[src/include/sid_defs.vh]
`ifndef SID_DEFS_VH
`define SID_DEFS_VH
// Major opcodes (instr[15:11])
`define SID_MAJ_GEN      5'h0F
`define SID_MAJ_LD_LO    5'h10
`define SID_MAJ_LDB      5'h11
`define SID_MAJ_LDW      5'h12
`define SID_MAJ_LDWX     5'h13
`define SID_MAJ_ST       5'h14
`define SID_MAJ_STB      5'h15
`define SID_MAJ_STW      5'h16
`define SID_MAJ_BITIMM   5'h17
`define SID_MAJ_SP       5'h18
// Field positions
`define SID_MAJ_HI       15
`define SID_MAJ_LO       11
`define SID_B_HI         10
`define SID_B_LO         8
`define SID_C_HI         7
`define SID_C_LO         5
`define SID_U_HI         4
`define SID_U_LO         0
// General register sub-opcodes
`define SID_G_SOP        5'h00
`define SID_G_NOT        5'h12
`define SID_G_NEG        5'h13
`define SID_G_ADD1       5'h14
`define SID_G_ADD2       5'h15
`define SID_G_ADD3       5'h16
`define SID_G_ERR17      5'h17
`define SID_G_ASLM       5'h18
`define SID_G_LSRM       5'h19
`define SID_G_ASRM       5'h1A
`define SID_G_ASL1       5'h1B
`define SID_G_ASR1       5'h1C
`define SID_G_LSR1       5'h1D
`define SID_G_TRAP       5'h1E
`define SID_G_BRK        5'h1F
`define SID_BRK_WORD     16'h7FFF
// Pop/push u-field selectors
`define SID_U_REG_B      5'h01
`define SID_U_REG_LINK   5'h11
`define SID_SP_STEP      32'h0000_0004
// Operation codes for the execute stage
`define SID_OP_W         5
`define SID_OP_NONE      5'h00
`define SID_OP_ADD       5'h01
`define SID_OP_SUB       5'h02
`define SID_OP_NOT       5'h03
`define SID_OP_NEG       5'h04
`define SID_OP_ASL       5'h05
`define SID_OP_LSR       5'h06
`define SID_OP_ASR       5'h07
`define SID_OP_BSET      5'h08
`define SID_OP_BCLR      5'h09
`define SID_OP_BMSK      5'h0A
`define SID_OP_BTST      5'h0B
`define SID_OP_CLRNZ     5'h0C
`define SID_OP_MOVB      5'h0D
// Operand A/B sources
`define SID_SRC_W        2
`define SID_SRC_REGB     2'h0
`define SID_SRC_REGC     2'h1
`define SID_SRC_SP       2'h2
`define SID_SRC_IMM      2'h3
// Memory access sizes
`define SID_SZ_W         2
`define SID_SZ_LONG      2'h0
`define SID_SZ_BYTE      2'h1
`define SID_SZ_HALF      2'h2
// Register file indices
`define SID_REG_W        6
`define SID_REG_SP       6'h1C
`define SID_REG_LINK     6'h1F
// Jump kinds
`define SID_JMP_W        2
`define SID_JMP_NONE     2'h0
`define SID_JMP_ALWAYS   2'h1
`define SID_JMP_EQ       2'h2
`define SID_JMP_NE       2'h3
`endif

[src/rtl/sid_decoder.v]
`timescale 1ns/1ps
`default_nettype none
`include "sid_defs.vh"
// Functional notes
// - 0x12 invert c into b, 0x13 negate c, 0x14-0x16 b plus c shifted 1-3.
// - 0x18-0x1A multi-bit shifts of b by c; 0x17 is instruction error.
// - 0x1B-0x1D single shifts of c into b: c plus c, asr 1, lsr 1.
// - 0x1E raises trap; 0x1F is breakpoint, word 0x7FFF.
// - Single-operand 0/1 jump to b plain/delayed; 2/3 also save link.
// - Value 6 clears b only when zero flag clear; 4 and 5 errors.
// - Value 7 uses b as sub-opcode: 0 nop, 1-3 errors.
// - Zero-operand 4/5 return via link only if equal / not equal.
// - Zero-operand 6 jumps to link; 7 same jump delayed.
// - Opcodes 0x10-0x16 scale 5-bit offset by access size, add to b.
// - Opcodes 0x10-0x13 load long, zero byte, zero half, signed half into c.
// - Opcodes 0x14-0x16 store c as long, byte, half.
// - Opcode 0x17 subs 0-3: asl, lsr, asr of b by immediate, subtract.
// - Subs 4-6 set, clear, mask to bit; 7 only tests bit.
// - SP subs 0/1 load long/byte into b; 4 writes sp plus offset to b.
// - SP subs 2/3 store b as long/byte at sp plus offset.
// - Stack-relative offsets are the field scaled by four.
// - SP sub 5 selector b: 0 add to sp, 1 subtract, others error.
// - SP sub 6 pops long then sp plus 4; u 1 to b, 0x11 to link.
// - SP sub 7 sp minus 4 then store; u 1 stores b, 0x11 link.
module sid_decoder
(
   input  wire                      core_clk,
   input  wire                      reset,
   input  wire                      insn_valid,
   input  wire [15:0]               insn_word,
   output reg                       dec_valid,
   output reg  [`SID_OP_W-1:0]      alu_op,
   output reg  [`SID_SRC_W-1:0]     src_a_sel,
   output reg  [`SID_SRC_W-1:0]     src_b_sel,
   output reg  [`SID_REG_W-1:0]     src_a_reg,
   output reg  [`SID_REG_W-1:0]     src_b_reg,
   output reg  [31:0]               imm_value,
   output reg                       dest_we,
   output reg  [`SID_REG_W-1:0]     dest_reg,
   output reg                       flag_write,
   output reg                       mem_load,
   output reg                       mem_store,
   output reg  [`SID_SZ_W-1:0]      mem_size,
   output reg                       mem_signed,
   output reg  [`SID_REG_W-1:0]     mem_data_reg,
   output reg                       mem_addr_pre,
   output reg                       sp_update,
   output reg                       sp_update_sub,
   output reg                       jump_en,
   output reg  [`SID_JMP_W-1:0]     jump_cond,
   output reg                       jump_to_link,
   output reg                       jump_delayed,
   output reg                       link_write,
   output reg                       insn_error,
   output reg                       trap_raise,
   output reg                       break_halt
);
   wire [4:0]                major = insn_word[`SID_MAJ_HI:`SID_MAJ_LO];
   wire [2:0]                f_b   = insn_word[`SID_B_HI:`SID_B_LO];
   wire [2:0]                f_c   = insn_word[`SID_C_HI:`SID_C_LO];
   wire [4:0]                f_u   = insn_word[`SID_U_HI:`SID_U_LO];
   wire [`SID_REG_W-1:0]     reg_b;
   wire [`SID_REG_W-1:0]     reg_c;

   reg  [`SID_OP_W-1:0]      next_alu_op;
   reg  [`SID_SRC_W-1:0]     next_src_a_sel;
   reg  [`SID_SRC_W-1:0]     next_src_b_sel;
   reg  [`SID_REG_W-1:0]     next_src_a_reg;
   reg  [`SID_REG_W-1:0]     next_src_b_reg;
   reg  [31:0]               next_imm_value;
   reg                       next_dest_we;
   reg  [`SID_REG_W-1:0]     next_dest_reg;
   reg                       next_flag_write;
   reg                       next_mem_load;
   reg                       next_mem_store;
   reg  [`SID_SZ_W-1:0]      next_mem_size;
   reg                       next_mem_signed;
   reg  [`SID_REG_W-1:0]     next_mem_data_reg;
   reg                       next_mem_addr_pre;
   reg                       next_sp_update;
   reg                       next_sp_update_sub;
   reg                       next_jump_en;
   reg  [`SID_JMP_W-1:0]     next_jump_cond;
   reg                       next_jump_to_link;
   reg                       next_jump_delayed;
   reg                       next_link_write;
   reg                       next_insn_error;
   reg                       next_trap_raise;
   reg                       next_break_halt;

   sid_reg_map u_map_b
   (
      .field (f_b),
      .index (reg_b)
   );

   sid_reg_map u_map_c
   (
      .field (f_c),
      .index (reg_c)
   );

   // Fill in the ALU part of a register-register or register-immediate op
   task set_alu;
      input [`SID_OP_W-1:0]  op;
      input [`SID_SRC_W-1:0] sb;
      begin
         next_alu_op    = op;
         next_src_a_sel = `SID_SRC_REGB;
         next_src_b_sel = sb;
         next_dest_we   = 1'b1;
         next_dest_reg  = reg_b;
      end
   endtask

   always @*
   begin
      next_alu_op        = `SID_OP_NONE;
      next_src_a_sel     = `SID_SRC_REGB;
      next_src_b_sel     = `SID_SRC_REGC;
      next_src_a_reg     = reg_b;
      next_src_b_reg     = reg_c;
      next_imm_value     = 32'h0000_0000;
      next_dest_we       = 1'b0;
      next_dest_reg      = reg_b;
      next_flag_write    = 1'b0;
      next_mem_load      = 1'b0;
      next_mem_store     = 1'b0;
      next_mem_size      = `SID_SZ_LONG;
      next_mem_signed    = 1'b0;
      next_mem_data_reg  = reg_c;
      next_mem_addr_pre  = 1'b0;
      next_sp_update     = 1'b0;
      next_sp_update_sub = 1'b0;
      next_jump_en       = 1'b0;
      next_jump_cond     = `SID_JMP_NONE;
      next_jump_to_link  = 1'b0;
      next_jump_delayed  = 1'b0;
      next_link_write    = 1'b0;
      next_insn_error    = 1'b0;
      next_trap_raise    = 1'b0;
      next_break_halt    = 1'b0;
      case (major)
         `SID_MAJ_GEN:
         begin
            case (f_u)
               `SID_G_SOP:
               begin
                  case (f_c)
                     3'h0, 3'h1, 3'h2, 3'h3:
                     begin
                        next_jump_en      = 1'b1;
                        next_jump_cond    = `SID_JMP_ALWAYS;
                        next_jump_delayed = f_c[0];
                        next_link_write   = f_c[1];
                     end
                     3'h6:
                     begin
                        set_alu(`SID_OP_CLRNZ, `SID_SRC_REGB);
                        next_src_b_reg = reg_b;
                     end
                     3'h7:
                     begin
                        case (f_b)
                           3'h0: next_alu_op = `SID_OP_NONE;
                           3'h4, 3'h5, 3'h6, 3'h7:
                           begin
                              next_jump_en      = 1'b1;
                              next_jump_to_link = 1'b1;
                              next_src_a_reg    = `SID_REG_LINK;
                              next_jump_cond    = (f_b == 3'h4) ? `SID_JMP_EQ :
                                                  (f_b == 3'h5) ? `SID_JMP_NE :
                                                  `SID_JMP_ALWAYS;
                              next_jump_delayed = (f_b == 3'h7);
                           end
                           default: next_insn_error = 1'b1;
                        endcase
                     end
                     default: next_insn_error = 1'b1;
                  endcase
               end
               `SID_G_NOT:
               begin
                  set_alu(`SID_OP_NOT, `SID_SRC_REGC);
               end
               `SID_G_NEG:
               begin
                  set_alu(`SID_OP_NEG, `SID_SRC_REGC);
               end
               `SID_G_ADD1, `SID_G_ADD2, `SID_G_ADD3:
               begin
                  // Immediate carries the shift count applied to c
                  set_alu(`SID_OP_ADD, `SID_SRC_REGC);
                  next_imm_value = {30'h0000_0000, f_u[1:0] - 2'h3};
               end
               `SID_G_ERR17:
               begin
                  next_insn_error = 1'b1;
               end
               `SID_G_ASLM:
               begin
                  set_alu(`SID_OP_ASL, `SID_SRC_REGC);
               end
               `SID_G_LSRM:
               begin
                  set_alu(`SID_OP_LSR, `SID_SRC_REGC);
               end
               `SID_G_ASRM:
               begin
                  set_alu(`SID_OP_ASR, `SID_SRC_REGC);
               end
               `SID_G_ASL1:
               begin
                  set_alu(`SID_OP_ADD, `SID_SRC_REGC);
                  next_src_a_sel = `SID_SRC_REGC;
                  next_src_a_reg = reg_c;
               end
               `SID_G_ASR1, `SID_G_LSR1:
               begin
                  set_alu((f_u == `SID_G_ASR1) ? `SID_OP_ASR : `SID_OP_LSR, `SID_SRC_IMM);
                  next_src_a_sel = `SID_SRC_REGC;
                  next_src_a_reg = reg_c;
                  next_imm_value = 32'h0000_0001;
               end
               `SID_G_TRAP:
               begin
                  next_trap_raise = 1'b1;
               end
               `SID_G_BRK:
               begin
                  next_break_halt = (insn_word == `SID_BRK_WORD);
                  next_insn_error = (insn_word != `SID_BRK_WORD);
               end
               default:
               begin
                  next_alu_op = `SID_OP_NONE;
               end
            endcase
         end
         `SID_MAJ_LD_LO, `SID_MAJ_LDB, `SID_MAJ_LDW, `SID_MAJ_LDWX,
         `SID_MAJ_ST, `SID_MAJ_STB, `SID_MAJ_STW:
         begin
            next_alu_op    = `SID_OP_ADD;
            next_src_b_sel = `SID_SRC_IMM;
            case (major)
               `SID_MAJ_LD_LO, `SID_MAJ_ST:
               begin
                  next_mem_size  = `SID_SZ_LONG;
                  next_imm_value = {25'h000_0000, f_u, 2'b00};
               end
               `SID_MAJ_LDB, `SID_MAJ_STB:
               begin
                  next_mem_size  = `SID_SZ_BYTE;
                  next_imm_value = {27'h000_0000, f_u};
               end
               default:
               begin
                  next_mem_size  = `SID_SZ_HALF;
                  next_imm_value = {26'h000_0000, f_u, 1'b0};
               end
            endcase
            next_mem_load   = (major <= `SID_MAJ_LDWX);
            next_mem_store  = (major >= `SID_MAJ_ST);
            next_mem_signed = (major == `SID_MAJ_LDWX);
            next_dest_we    = next_mem_load;
            next_dest_reg   = reg_c;
         end
         `SID_MAJ_BITIMM:
         begin
            next_imm_value = {27'h000_0000, f_u};
            case (f_c)
               3'h0: set_alu(`SID_OP_ASL, `SID_SRC_IMM);
               3'h1: set_alu(`SID_OP_LSR, `SID_SRC_IMM);
               3'h2: set_alu(`SID_OP_ASR, `SID_SRC_IMM);
               3'h3: set_alu(`SID_OP_SUB, `SID_SRC_IMM);
               3'h4: set_alu(`SID_OP_BSET, `SID_SRC_IMM);
               3'h5: set_alu(`SID_OP_BCLR, `SID_SRC_IMM);
               3'h6: set_alu(`SID_OP_BMSK, `SID_SRC_IMM);
               default:
               begin
                  set_alu(`SID_OP_BTST, `SID_SRC_IMM);
                  next_dest_we    = 1'b0;
                  next_flag_write = 1'b1;
               end
            endcase
         end
         `SID_MAJ_SP:
         begin
            next_src_a_sel    = `SID_SRC_SP;
            next_src_a_reg    = `SID_REG_SP;
            next_src_b_sel    = `SID_SRC_IMM;
            next_alu_op       = `SID_OP_ADD;
            next_imm_value    = {25'h000_0000, f_u, 2'b00};
            next_mem_data_reg = reg_b;
            case (f_c)
               3'h0, 3'h1:
               begin
                  next_mem_load = 1'b1;
                  next_mem_size = f_c[0] ? `SID_SZ_BYTE : `SID_SZ_LONG;
                  next_dest_we  = 1'b1;
               end
               3'h2, 3'h3:
               begin
                  next_mem_store = 1'b1;
                  next_mem_size  = f_c[0] ? `SID_SZ_BYTE : `SID_SZ_LONG;
               end
               3'h4:
               begin
                  next_dest_we = 1'b1;
               end
               3'h5:
               begin
                  if (f_b == 3'h0 || f_b == 3'h1)
                  begin
                     next_alu_op   = f_b[0] ? `SID_OP_SUB : `SID_OP_ADD;
                     next_dest_we  = 1'b1;
                     next_dest_reg = `SID_REG_SP;
                  end
                  else
                  begin
                     next_alu_op     = `SID_OP_NONE;
                     next_insn_error = 1'b1;
                  end
               end
               default:
               begin
                  // Pop reads at sp then adds 4; push subtracts 4 first
                  next_imm_value     = `SID_SP_STEP;
                  next_alu_op        = `SID_OP_NONE;
                  next_mem_load      = !f_c[0];
                  next_mem_store     = f_c[0];
                  next_mem_addr_pre  = f_c[0];
                  next_sp_update     = 1'b1;
                  next_sp_update_sub = f_c[0];
                  next_dest_we       = !f_c[0];
                  if (f_u == `SID_U_REG_LINK)
                  begin
                     next_dest_reg     = `SID_REG_LINK;
                     next_mem_data_reg = `SID_REG_LINK;
                  end
                  else if (f_u != `SID_U_REG_B)
                  begin
                     next_mem_load   = 1'b0;
                     next_mem_store  = 1'b0;
                     next_sp_update  = 1'b0;
                     next_sp_update_sub = 1'b0;
                     next_dest_we    = 1'b0;
                     next_insn_error = 1'b1;
                  end
               end
            endcase
         end
         default:
         begin
            next_alu_op = `SID_OP_NONE;
         end
      endcase
   end

   always @(posedge core_clk or posedge reset)
   begin
      if (reset)
      begin
         dec_valid     <= 1'b0;
         alu_op        <= `SID_OP_NONE;
         src_a_sel     <= `SID_SRC_REGB;
         src_b_sel     <= `SID_SRC_REGB;
         src_a_reg     <= 6'h00;
         src_b_reg     <= 6'h00;
         imm_value     <= 32'h0000_0000;
         dest_we       <= 1'b0;
         dest_reg      <= 6'h00;
         flag_write    <= 1'b0;
         mem_load      <= 1'b0;
         mem_store     <= 1'b0;
         mem_size      <= `SID_SZ_LONG;
         mem_signed    <= 1'b0;
         mem_data_reg  <= 6'h00;
         mem_addr_pre  <= 1'b0;
         sp_update     <= 1'b0;
         sp_update_sub <= 1'b0;
         jump_en       <= 1'b0;
         jump_cond     <= `SID_JMP_NONE;
         jump_to_link  <= 1'b0;
         jump_delayed  <= 1'b0;
         link_write    <= 1'b0;
         insn_error    <= 1'b0;
         trap_raise    <= 1'b0;
         break_halt    <= 1'b0;
      end
      else
      begin
         // Side effects are squashed whenever no instruction is presented
         dec_valid     <= insn_valid;
         alu_op        <= next_alu_op;
         src_a_sel     <= next_src_a_sel;
         src_b_sel     <= next_src_b_sel;
         src_a_reg     <= next_src_a_reg;
         src_b_reg     <= next_src_b_reg;
         imm_value     <= next_imm_value;
         dest_we       <= insn_valid & next_dest_we;
         dest_reg      <= next_dest_reg;
         flag_write    <= insn_valid & next_flag_write;
         mem_load      <= insn_valid & next_mem_load;
         mem_store     <= insn_valid & next_mem_store;
         mem_size      <= insn_valid ? next_mem_size : `SID_SZ_LONG;
         mem_signed    <= insn_valid & next_mem_signed;
         mem_data_reg  <= next_mem_data_reg;
         mem_addr_pre  <= next_mem_addr_pre;
         sp_update     <= insn_valid & next_sp_update;
         sp_update_sub <= insn_valid & next_sp_update_sub;
         jump_en       <= insn_valid & next_jump_en;
         jump_cond     <= insn_valid ? next_jump_cond : `SID_JMP_NONE;
         jump_to_link  <= insn_valid & next_jump_to_link;
         jump_delayed  <= insn_valid & next_jump_delayed;
         link_write    <= insn_valid & next_link_write;
         insn_error    <= insn_valid & next_insn_error;
         trap_raise    <= insn_valid & next_trap_raise;
         break_halt    <= insn_valid & next_break_halt;
      end
   end
endmodule // sid_decoder
`default_nettype wire

[src/rtl/sid_reg_map.v]
`timescale 1ns/1ps
`default_nettype none
`include "sid_defs.vh"
// Maps a 3-bit compact register field onto the full register index
module sid_reg_map
(
   input  wire [2:0]                field,
   output wire [`SID_REG_W-1:0]     index
);
   assign index = field[2] ? {3'b001, 1'b1, field[1:0]} : {3'b000, field};
endmodule // sid_reg_map
`default_nettype wire

[config.mk]
export PLATFORM = sky130hd
export DESIGN_NAME = sid_decoder
export DESIGN_NICKNAME = d
export VERILOG_FILES = /design/src/rtl/sid_decoder.v /design/src/rtl/sid_reg_map.v
export VERILOG_INCLUDE_DIRS = /design/src /design/src/include
export SDC_FILE = /design/constraint.sdc
export NUM_CORES = 1
export LEC_CHECK = 0
export BUFFER_PORTS_ARGS = -buffer_cell sky130_fd_sc_hd__buf_2
export CAP_MARGIN = 5
export CELL_PAD_IN_SITES_DETAIL_PLACEMENT = 1
export CELL_PAD_IN_SITES_GLOBAL_PLACEMENT = 1
export CORE_MARGIN = 3
export CORE_UTILIZATION = 24
export CTS_CLUSTER_SIZE = 16
export DETAILED_ROUTE_END_ITERATION = 10
export GPL_TIMING_DRIVEN = 1
export PLACE_DENSITY = 0.61
export SLEW_MARGIN = 40
export SYNTH_ARGS = -nofsm -noshare
export SYNTH_HDL_FRONTEND = slang
export SYNTH_SLANG_ARGS = --single-unit
[constraint.sdc]
create_clock -name core_clk -period 1.35 [get_ports core_clk]
set_input_delay 0.0675 -clock core_clk [delete_from_list [all_inputs] [get_ports core_clk]]
set_output_delay 0.0675 -clock core_clk [all_outputs]
set_load 0.1 [all_outputs]
---- After elaboration in Yosys (flattened, before gate mapping) ----
Index checks and enable logic that the tools add are counted.
word-level totals
  register bits ........................... 85
  input bits .............................. 19
  output and inout port bits .............. 85
  word-level logic and storage cells ...... 204
cells by class
  add/sub/neg operators ................... 1
  order comparisons ....................... 2
  equal/unequal tests ..................... 40
  mux-type cells .......................... 95
  bitwise logic cells ..................... 14
  reduce and logical (&&, ||, !) cells .... 26
operators by type and width
  cell                                                     count
  == test 5 bit, second input constant                     24
  two-way mux 6 bit                                        9
  one-hot mux 6 bit (2 select lines)                       4
  two-way mux 1 bit                                        43
  one-hot mux 2 bit (2 select lines)                       8
  one-hot mux 4 bit (8 select lines)                       1
  one-hot mux 4 bit (7 select lines)                       1
  one-hot mux 7 bit (4 select lines)                       1
  == test 3 bit, second input constant                     8
  one-hot mux 1 bit (2 select lines)                       10
  one-hot mux 5 bit (4 select lines)                       1
  OR reduction 4 bit                                       5
  two-way mux 2 bit                                        9
  == test 16 x 15 -> 1 bit, second input constant          1
  inequality test 16 x 15 -> 1 bit, second input constant  1
  OR reduction 5 bit                                       3
  bitwise AND 1 bit                                        14
  one-hot mux 7 bit (2 select lines)                       1
  OR reduction 7 bit                                       2
  two-way mux 4 bit                                        3
  OR reduction 11 bit                                      1
  OR reduction 2 bit                                       5
  OR reduction 3 bit                                       3
  OR reduction 9 bit                                       1
  other kinds (15)                                         19

---- Depth between registers and ports, before layout ----
Gate-level depths: netlist (run 1).
  depth after elaboration ................. 8
  mapped depth ............................ 8
  mapped depth without buffers ............ 7

---- By module ----
A second synthesis (run 1) with hierarchy kept.
unflattened totals
  cells, all modules ...................... 314
  area, all modules ....................... 3069.2 um^2
by module, submodules not included
  module       instances  cells an instance  area an instance (um^2)  seq. area each (um^2)
  sid_decoder  1          300                2971.6                   1476.4
  sid_reg_map  2          7                  48.8                     0.0

---- Worst setup path before layout (run 1) ----
Ideal clock, no wire load.
  path type ............................... input to register
  from .................................... input port insn_word[0]
  to ...................................... register src_a_reg[1]
  setup time .............................. 0.124 ns
  arrival time ............................ 1.273 ns
  required time ........................... 1.226 ns
  path slack .............................. -0.047 ns
  cell stages on the path ................. 7
  path buffers ............................ 0
  cells stage by stage .................... inv_1 -> ha_1 -> or2_1 -> a21oi_1 -> nor3b_4 -> nor2_1 -> a211o_1
on the way
  word-level cells in the longest chain between the ends .. 4
  elaborated cells between the ends (all ways) .. 7
  those cells by class .................... eq/ne (3); mux (2); reduce/logical (2)
RTL lines
  what                                    RTL line           source
  start, declared                         sid_decoder.v:30   input wire [15:0] insn_word,
  == test 5 bit                           n/a
  OR reduction 3 bit (no line)            n/a
  one-hot mux 6 bit (2 select lines) (*)  sid_decoder.v:146  case (f_u)
  one-hot mux 6 bit (2 select lines) (*)  sid_decoder.v:143  case (major)
  net next_src_a_reg[1]                   sid_decoder.v:68   reg [`SID_REG_W-1:0] next_src_a_reg;
  end signal, assigned                    sid_decoder.v:398  src_a_reg <= next_src_a_reg;
  end, declared                           sid_decoder.v:35   output reg [`SID_REG_W-1:0] src_a_reg,
The timed path passes the listed nets; every way through them passes the cells marked *.

---- Worst setup path in the final report (run 1) ----
  from .................................... input port insn_word[0]
  to ...................................... register src_a_reg[0]
Same word-level chain as after synthesis.

==> Implementation_results.wiki, run 1 <==
{| class="wikitable"
! Metric !! Value
|-
| CP startpoint kind || primary input
|-
| CTS max path bufs || 2
|-
| Post-synthesis area per instance || 9.46 µm²
|-
| Antenna violations before repair || 0
|-
| Die boundary height || roughly 110 µm
|-
| Number of detailed-route iterations in the first pass || 4
|-
| Sequential element share of the synthesized area || 0.462
|-
| Final non-filler cell area || between 3000 and 4000 µm²
|-
| Period utilization || 0.923
|-
| Non-filler instance count after layout || around 530
|-
| Number of synthesized flops with an enable pin || 0
|-
| Hold slack final || 0.0282 ns
|-
| Root buffer cell || clkbuf_16
|-
| Routed vias/inst || between 4 and 5
|-
| Hold Fails Final Rpt || 0
|-
| Max stage delay cell, worst path || nor3b_4
|-
| Routability cong. || approximately 0.87
|-
| Delay of the slowest critical-path stage || approximately 0.36 ns
|-
| Arrival time of the worst setup path || 1.42 ns
|-
| Number of slew-limit violations in the final report || 0
|-
| DP Worst Slack || -0.269 ns
|-
| Summed instance area of the synthesized netlist || 2710 µm²
|-
| Total half-perimeter wirelength after legalization and detailed placement || ~6400 µm
|-
| Global routing usage summed across all routing layers || 0.131
|-
| Highest clock rate || roughly 0.8 GHz
|-
| Worst hold path startpoint || insn_word[9]
|-
| Number of global-route vias before repair || roughly 2,500
|-
| Number of buffers inserted by port buffering || 72
|-
| Top register by number of flip-flops || imm_value
|-
| Total power density per cell area || ~1200 nW/µm²
|-
| Total design power || around 4.2 mW
|-
| Clock tree from TritonCTS || built
|-
| Routed wire per std cell || around 15 µm
|-
| Post-synth ARST share || 1.00
|-
| Post-synth top flop || dfrtp_1
|-
| Antenna Violating Nets Remaining || 0
|-
| Final TNS setup || 0 ns
|-
| Placed cell area || 3390 µm²
|-
| Core Area || 10,900 µm²
|-
| Net count reported at finish || ~420
|-
| Worst-case vdd ir drop || roughly 0.81 mV
|-
| Data required time of the worst path || ~1.5 ns
|-
| Setup-failing EPs final || 0
|-
| Flip-flop count of the largest register, all copies and words added || 7
|-
| Final antenna diode count || 0
|-
| Synthesis-to-layout area growth || 33.0%
|-
| Layout Utilization || 0.329
|-
| Fill cell instance count of the final layout || approximately 1,300
|-
| Wire length of the first global-routing pass || about 13,000 µm
|-
| I/O pin total || around 100
|-
| Sum of buffers and inverters on the critical path || 2
|-
| Routed via count || roughly 2,400
|-
| Final Critical Period || about 1.2 ns
|-
| Largest fanout of any net on the critical path || 6
|-
| Number of buffers inserted during clock tree synthesis || 5
|-
| Die area || 12,600 µm²
|-
| Endpoint kind of the worst setup timing path || flip-flop
|-
| Total length of routed wires || 8210 µm
|-
| Iteration-0 DRC count of the detailed router || 74
|-
| Fraction of layout cells with a size suffix above 1 || 0.368
|-
| DRC errors left || 0
|-
| Hold crit path type || in2reg
|-
| Cell family with the largest share of critical-path delay || simple AND/OR/NAND/NOR gates
|-
| Critical Path End || src_a_reg[0]
|-
| Setup ws final || a little over 0.1 ns
|-
| Setup repair after global routing missed its margin || true
|-
| Effective utilization at floorplan || 0.247
|-
| Critical path origin || insn_word[0]
|-
| Synthesized flop and latch total || 50
|-
| Leakage component of the power || about 1.9 nW
|-
| Type of the worst setup path || in2reg
|-
| Gate count after technology mapping || 286
|-
| Synth warn || 0
|-
| Status || finished clean
|-
| Clock Sink Count || 50
|-
| Die boundary width || 112 µm
|-
| Clock-pin slew on the worst setup and hold paths || ~0.070 ns
|-
| Placed cell count || approximately 520
|-
| Maximum number of pins on one net before global-route repair || 51
|-
| Depth of the critical timing path with buffers and inverters included || 8
|-
| Placement Rows || 38
|-
| Ordered list of cells on the worst path || buf_2 > inv_1 > ha_2 > or2_4 > a21oi_1 > nor3b_4 > nor3_1 > a211o_1
|-
| Buffer count from post-CTS setup fixing || 0
|-
| # H-tree levels || 2
|-
| Count of distinct cell types in the synthesized netlist || 57
|-
| Max-cap viol count || 0
|-
| Total gr overflow || 0
|}
cells by family after synthesis:
group | share of synthesized area
simple gates | 0.202
compound gates | 0.162
buf+inv | 0.142
flops | 0.462
fa+ha+maj | 0.0231
mux | 0.00740
other cells | 0.00139
synth_stat cells, types with 3 or more instances:
| cell type | instances | area (µm²) |
|---|---|---|
| dfrtp_1 | 50 | 1250 |
| buf_4 | 36 | 270 |
| nor2_1 | 27 | 101 |
| nand2_1 | 25 | 93.8 |
| a21oi_1 | 11 | 55.1 |
| clkbuf_1 | 11 | 41.3 |
| inv_1 | 10 | 37.5 |
| o21ai_0 | 10 | 50.1 |
| nand3_1 | 8 | 40.0 |
| a211oi_1 | 5 | 37.5 |
| and2_1 | 5 | 31.3 |
| ha_1 | 5 | 62.6 |
| a22oi_1 | 4 | 30.0 |
| and3_1 | 4 | 25.0 |
| buf_2 | 4 | 20.0 |
| nand2b_1 | 4 | 25.0 |
| o211ai_1 | 4 | 30.0 |
| o22ai_1 | 4 | 25.0 |
| a211o_1 | 3 | 26.3 |
| a21boi_0 | 3 | 22.5 |
| nand3b_1 | 3 | 22.5 |
| nand4_1 | 3 | 18.8 |
| nor3_1 | 3 | 15.0 |
| o21a_1 | 3 | 22.5 |
cell type report:
class / count / area (µm²) / area share
Timing Repair Buffer: 122 / 753 / 0.209
Inverter: 11 / 41.3 / 0.0115
Tap cell: 140 / 175 / 0.0487
Multi-Input combinational cell: 203 / 1210 / 0.336
Clock inverter: 1 / 30.0 / 0.00834
Sequential cell: 50 / 1260 / 0.349
Clock buffer: 7 / 133 / 0.0369
what timing repair did:
item                                    in CTS  in global routing
endpoints found under the setup margin       0                  6
endpoints found under the hold margin       51                  0
hold buffers                                 2                  0
resized for setup                            0                  6
metal layers:
metal  routed length (µm)  vias to the layer above  global-route usage  part of all wire
met5                    0                        -                   0                 0
met4                  122                        0              0.0417             0.015
met3                  467                        9              0.0264             0.057
met2                 4010                       87               0.220              0.49
met1                 3620                     1176               0.171              0.44
li1                     -                     1140                   -                 -
worst min path at each step:
stage                     cells past startpoint      endpoint  slack (ns)
after floorplan                               0     dec_valid         0.1
after global placement                        3     dec_valid        0.12
after detailed placement                      3    flag_write        0.14
after CTS                                     2  jump_cond[1]        0.02
after global routing                          2  jump_cond[1]        0.04
final                                         2  jump_cond[1]        0.03
cell usage in the layout, fill, tap and decap left out, types with 5 or more instances in the layout:
| cell | count |
|---|---|
| o21ai_0 | 9 |
| a21oi_1 | 11 |
| nor2_1 | 27 |
| buf_4 | 47 |
| clkbuf_16 | 5 |
| a211oi_1 | 5 |
| buf_2 | 72 |
| dfrtp_1 | 46 |
| inv_1 | 8 |
| conb_1 | 31 |
| and2_1 | 5 |
| nand3_1 | 8 |
| nand2_1 | 25 |
power breakdown:
| part | internal (mW) | total (mW) | leakage, nW | switching (mW) |
|---|---|---|---|---|
| logic | 0.224 | 1.28 | 1.14 | 1.06 |
| registers | 1.54 | 1.56 | 0.652 | 0.0134 |
| clock network | 0.876 | 1.40 | 0.0781 | 0.523 |
| total | 2.64 | 4.24 | 1.87 | 1.60 |
No activity file was read; power rests on OpenSTA's default activity.
==> run 2, diff against run 1 <==
--- a/config.mk
+++ b/config.mk
@@ -6,16 +6,18 @@
 export SDC_FILE = /design/constraint.sdc
 export NUM_CORES = 1
 export LEC_CHECK = 0
-export BUFFER_PORTS_ARGS = -buffer_cell sky130_fd_sc_hd__buf_2
 export CAP_MARGIN = 5
 export CELL_PAD_IN_SITES_DETAIL_PLACEMENT = 1
 export CELL_PAD_IN_SITES_GLOBAL_PLACEMENT = 1
+export CORE_ASPECT_RATIO = 0.9
 export CORE_MARGIN = 3
 export CORE_UTILIZATION = 24
+export CTS_BUF_LIST = sky130_fd_sc_hd__clkbuf_16
 export CTS_CLUSTER_SIZE = 16
 export DETAILED_ROUTE_END_ITERATION = 10
+export DONT_BUFFER_PORTS = 1
 export GPL_TIMING_DRIVEN = 1
-export PLACE_DENSITY = 0.61
+export PLACE_DENSITY = 0.5
 export SLEW_MARGIN = 40
 export SYNTH_ARGS = -nofsm -noshare
 export SYNTH_HDL_FRONTEND = slang
==> run 2 against run 1 <==
  * Critical path type unchanged
  * Largest cell class unchanged
  * Sequential share of layout area is 0.19 points lower
  * Largest power group unchanged
  * Worst hold slack lost 0.026 ns
  * Highest routed layer unchanged
  * Global-route usage up 0.26 points
  * Combinational power shrank 5%
  * Cell count shrank 4.1%
  * Total power fell by 0.37%
  * Sequential power hardly changed
  * Clock-buffer cell count fell by 2
  * Cell area up 0.56%
  * Die area about the same
==> Implementation_results.wiki, run 2 (synthesized netlist as in run 1, its figures left out) <==
{| class="wikitable"
! Metric !! Value
|-
| Routed wire per std cell || 16.6 µm (+7.9%)
|-
| Clock-pin slew on the worst setup and hold paths || 0.06 ns (about the same)
|-
| Sink of the worst hold path || dest_we
|-
| Final Critical Period || 1.22 ns (-0.0299 ns)
|-
| Placed cell area || 3260 µm² (-4.1%)
|-
| Total power density per cell area || 1170 nW/µm² (-0.92%)
|-
| Hold path cells || 2 (unchanged)
|-
| Status || finished clean
|-
| Wire length of the first global-routing pass || 13,400 µm (+0.83%)
|-
| Antenna Violating Nets Remaining || 0 (unchanged)
|-
| Die area || 12,600 µm² (about the same)
|-
| Final antenna diode count || 0 (unchanged)
|-
| Flip-flop count of the largest register, all copies and words added || 7 (unchanged)
|-
| Clock Sink Count || 50 (unchanged)
|-
| Arrival time of the worst setup path || 1.44 ns (+0.02 ns)
|-
| Total length of routed wires || 8500 µm (+3.4%)
|-
| Routed vias/inst || 4.44 (-1.8%)
|-
| DP Worst Slack || -0.0859 ns (+0.183 ns)
|-
| Routed via count || 2,271 (-5.8%)
|-
| CP startpoint kind || primary input
|-
| Root buffer cell || clkbuf_16
|-
| Global routing usage summed across all routing layers || 0.134 (+0.00259)
|-
| Total half-perimeter wirelength after legalization and detailed placement || 5810 µm (-9.4%)
|-
| Setup ws final || 0.134 ns (+0.0299 ns)
|-
| Number of global-route vias before repair || 2,367 (-6.8%)
|-
| CTS max path bufs || 2 (unchanged)
|-
| Number of slew-limit violations in the final report || 0 (unchanged)
|-
| Hold crit path type || in2reg
|-
| Cell internal pwr || 2.65 mW (+0.35%)
|-
| Setup-failing EPs final || 0 (unchanged)
|-
| Number of buffers inserted by port buffering || 0 (-100%)
|-
| Fraction of layout cells with a size suffix above 1 || 0.256 (-0.112)
|-
| DRC errors left || 0 (unchanged)
|-
| # H-tree levels || 2 (unchanged)
|-
| Buffer count from post-CTS setup fixing || 0 (unchanged)
|-
| Largest fanout of any net on the critical path || 10 (+4)
|-
| Number of buffers inserted during clock tree synthesis || 5 (unchanged)
|-
| Part of the power in combinational logic || 0.290 (-0.013)
|-
| Antenna violations before repair || 0 (unchanged)
|-
| Effective utilization at floorplan || 0.248 (+0.000795)
|-
| Placement Rows || 36 (-5.3%)
|-
| Worst slew margin relative to its limit || 0.656
|-
| Die boundary width || 118 µm (+5.1%)
|-
| Worst-case vdd ir drop || 0.435 mV (-46%)
|-
| Leading cell type in the layout, fill and taps excluded || buf_4
|-
| Core Area || 10,900 µm² (-0.32%)
|-
| Most frequent cells in the layout || 64 x buf_4, 46 x dfrtp_1, 31 x conb_1
|-
| Transition time at the pin with the least slew margin || slightly above 0.5 ns
|-
| Total gr overflow || 0 (unchanged)
|-
| Data required time of the worst path || 1.57 ns (+0.05 ns)
|-
| Max-cap viol count || 0 (unchanged)
|-
| Routability cong. || 0.808 (-6.7%)
|-
| Net count reported at finish || 383 (-8.2%)
|-
| Synthesis-to-layout area growth || 33.7%
|-
| Highest clock rate || 0.822 GHz (+2.5%)
|-
| Part of the total power dissipated in sequential elements || 0.370 (+0.003)
|-
| Setup repair after global routing missed its margin || false
|-
| Critical path origin || insn_word[7]
|-
| Maximum number of pins on one net before global-route repair || 51 (unchanged)
|-
| Top register by number of flip-flops || imm_value
|-
| Sw power || 1.57 mW (-1.6%)
|-
| Final non-filler cell area || 3620 µm² (+0.56%)
|-
| Hold Fails Final Rpt || 0 (unchanged)
|-
| Switching power as a share of total power || 0.372 (-0.00448)
|-
| Clock network fraction of total power || 0.340 (+0.010)
|-
| Die boundary height || 107 µm (-4.9%)
|-
| Worst hold path startpoint || insn_valid
|-
| Period utilization || 0.901 (-0.0221)
|-
| Leakage component of the power || 1.76 nW (-6.1%)
|-
| Endpoint kind of the worst setup timing path || flip-flop
|-
| Iteration-0 DRC count of the detailed router || 136 (+84%)
|-
| Clock tree from TritonCTS || built
|-
| I/O pin total || 104 (unchanged)
|-
| Number of detailed-route iterations in the first pass || 4 (unchanged)
|-
| Type of the worst setup path || in2reg
|}
==> run 2: timing repair <==
item | 4_1_cts | 5_1_grt
hold endpoints to repair | 90 | 0
gates resized for setup | 0 | 1
endpoints found under the setup margin | 0 | 2
hold buffers | 19 | 0
==> run 2: through the flow <==
stage	TNS (ns)	utilization	hold slack, ns	total power [mW]	instances
3_5_place_dp	-0.213	0.299	0.0243	2.74	485
5_1_grt	0	0.332	0.00219	4.38	512
2_1_floorplan	-0.107	-	0.0989	2.67	316
3_3_place_gp	-0.0303	0.299	0.0200	2.74	485
4_1_cts	0	0.332	0.000362	4.27	512
6_report	0	0.332	0.00183	4.23	512
==> run 2: worst max-delay path, stage by stage <==
cell           delay [ns]
dlygate4sd3_1        0.76
nand2_1              0.12
nor4_1               0.29
and2_1               0.19
==> run 2: final cells by class <==
type | count | area [µm²]
fill | 1274 | 7280
sequential | 50 | 1260
multi-input combinational | 203 | 1190
timing repair buffer | 88 | 773
tap | 152 | 190
clock buffer | 5 | 125
clock inverter | 3 | 43.8
inverter | 11 | 41.3
==> run 2: power by group through the flow <==
stage	sequential [mW]	combinational [mW]	clock, mW
2_1_floorplan	1.93	0.742	0
4_1_cts	1.56	1.23	1.48
3_5_place_dp	1.59	1.15	0
3_3_place_gp	1.59	1.15	0
5_1_grt	1.57	1.27	1.54
6_report	1.56	1.22	1.44
==> run 2: worst max path at each step <==
stage                               end  slack (ns)
after CTS                 sp_update_sub        0.06
after floorplan             dest_reg[3]       -0.03
final                     sp_update_sub        0.13
after global routing       src_a_reg[1]        0.08
after detailed placement   src_a_reg[1]       -0.09
after global placement          dest_we       -0.01
==> run 2: routing by layer <==
| layer | GRT usage | part of all wire | vias to the layer above |
|---|---|---|---|
| met3 | 0.0295 | 0.049 | 6 |
| met5 | 0 | 0 | - |
| met2 | 0.223 | 0.47 | 71 |
| met4 | 0.0377 | 0.0087 | 0 |
| li1 | - | - | 1074 |
| met1 | 0.176 | 0.48 | 1120 |
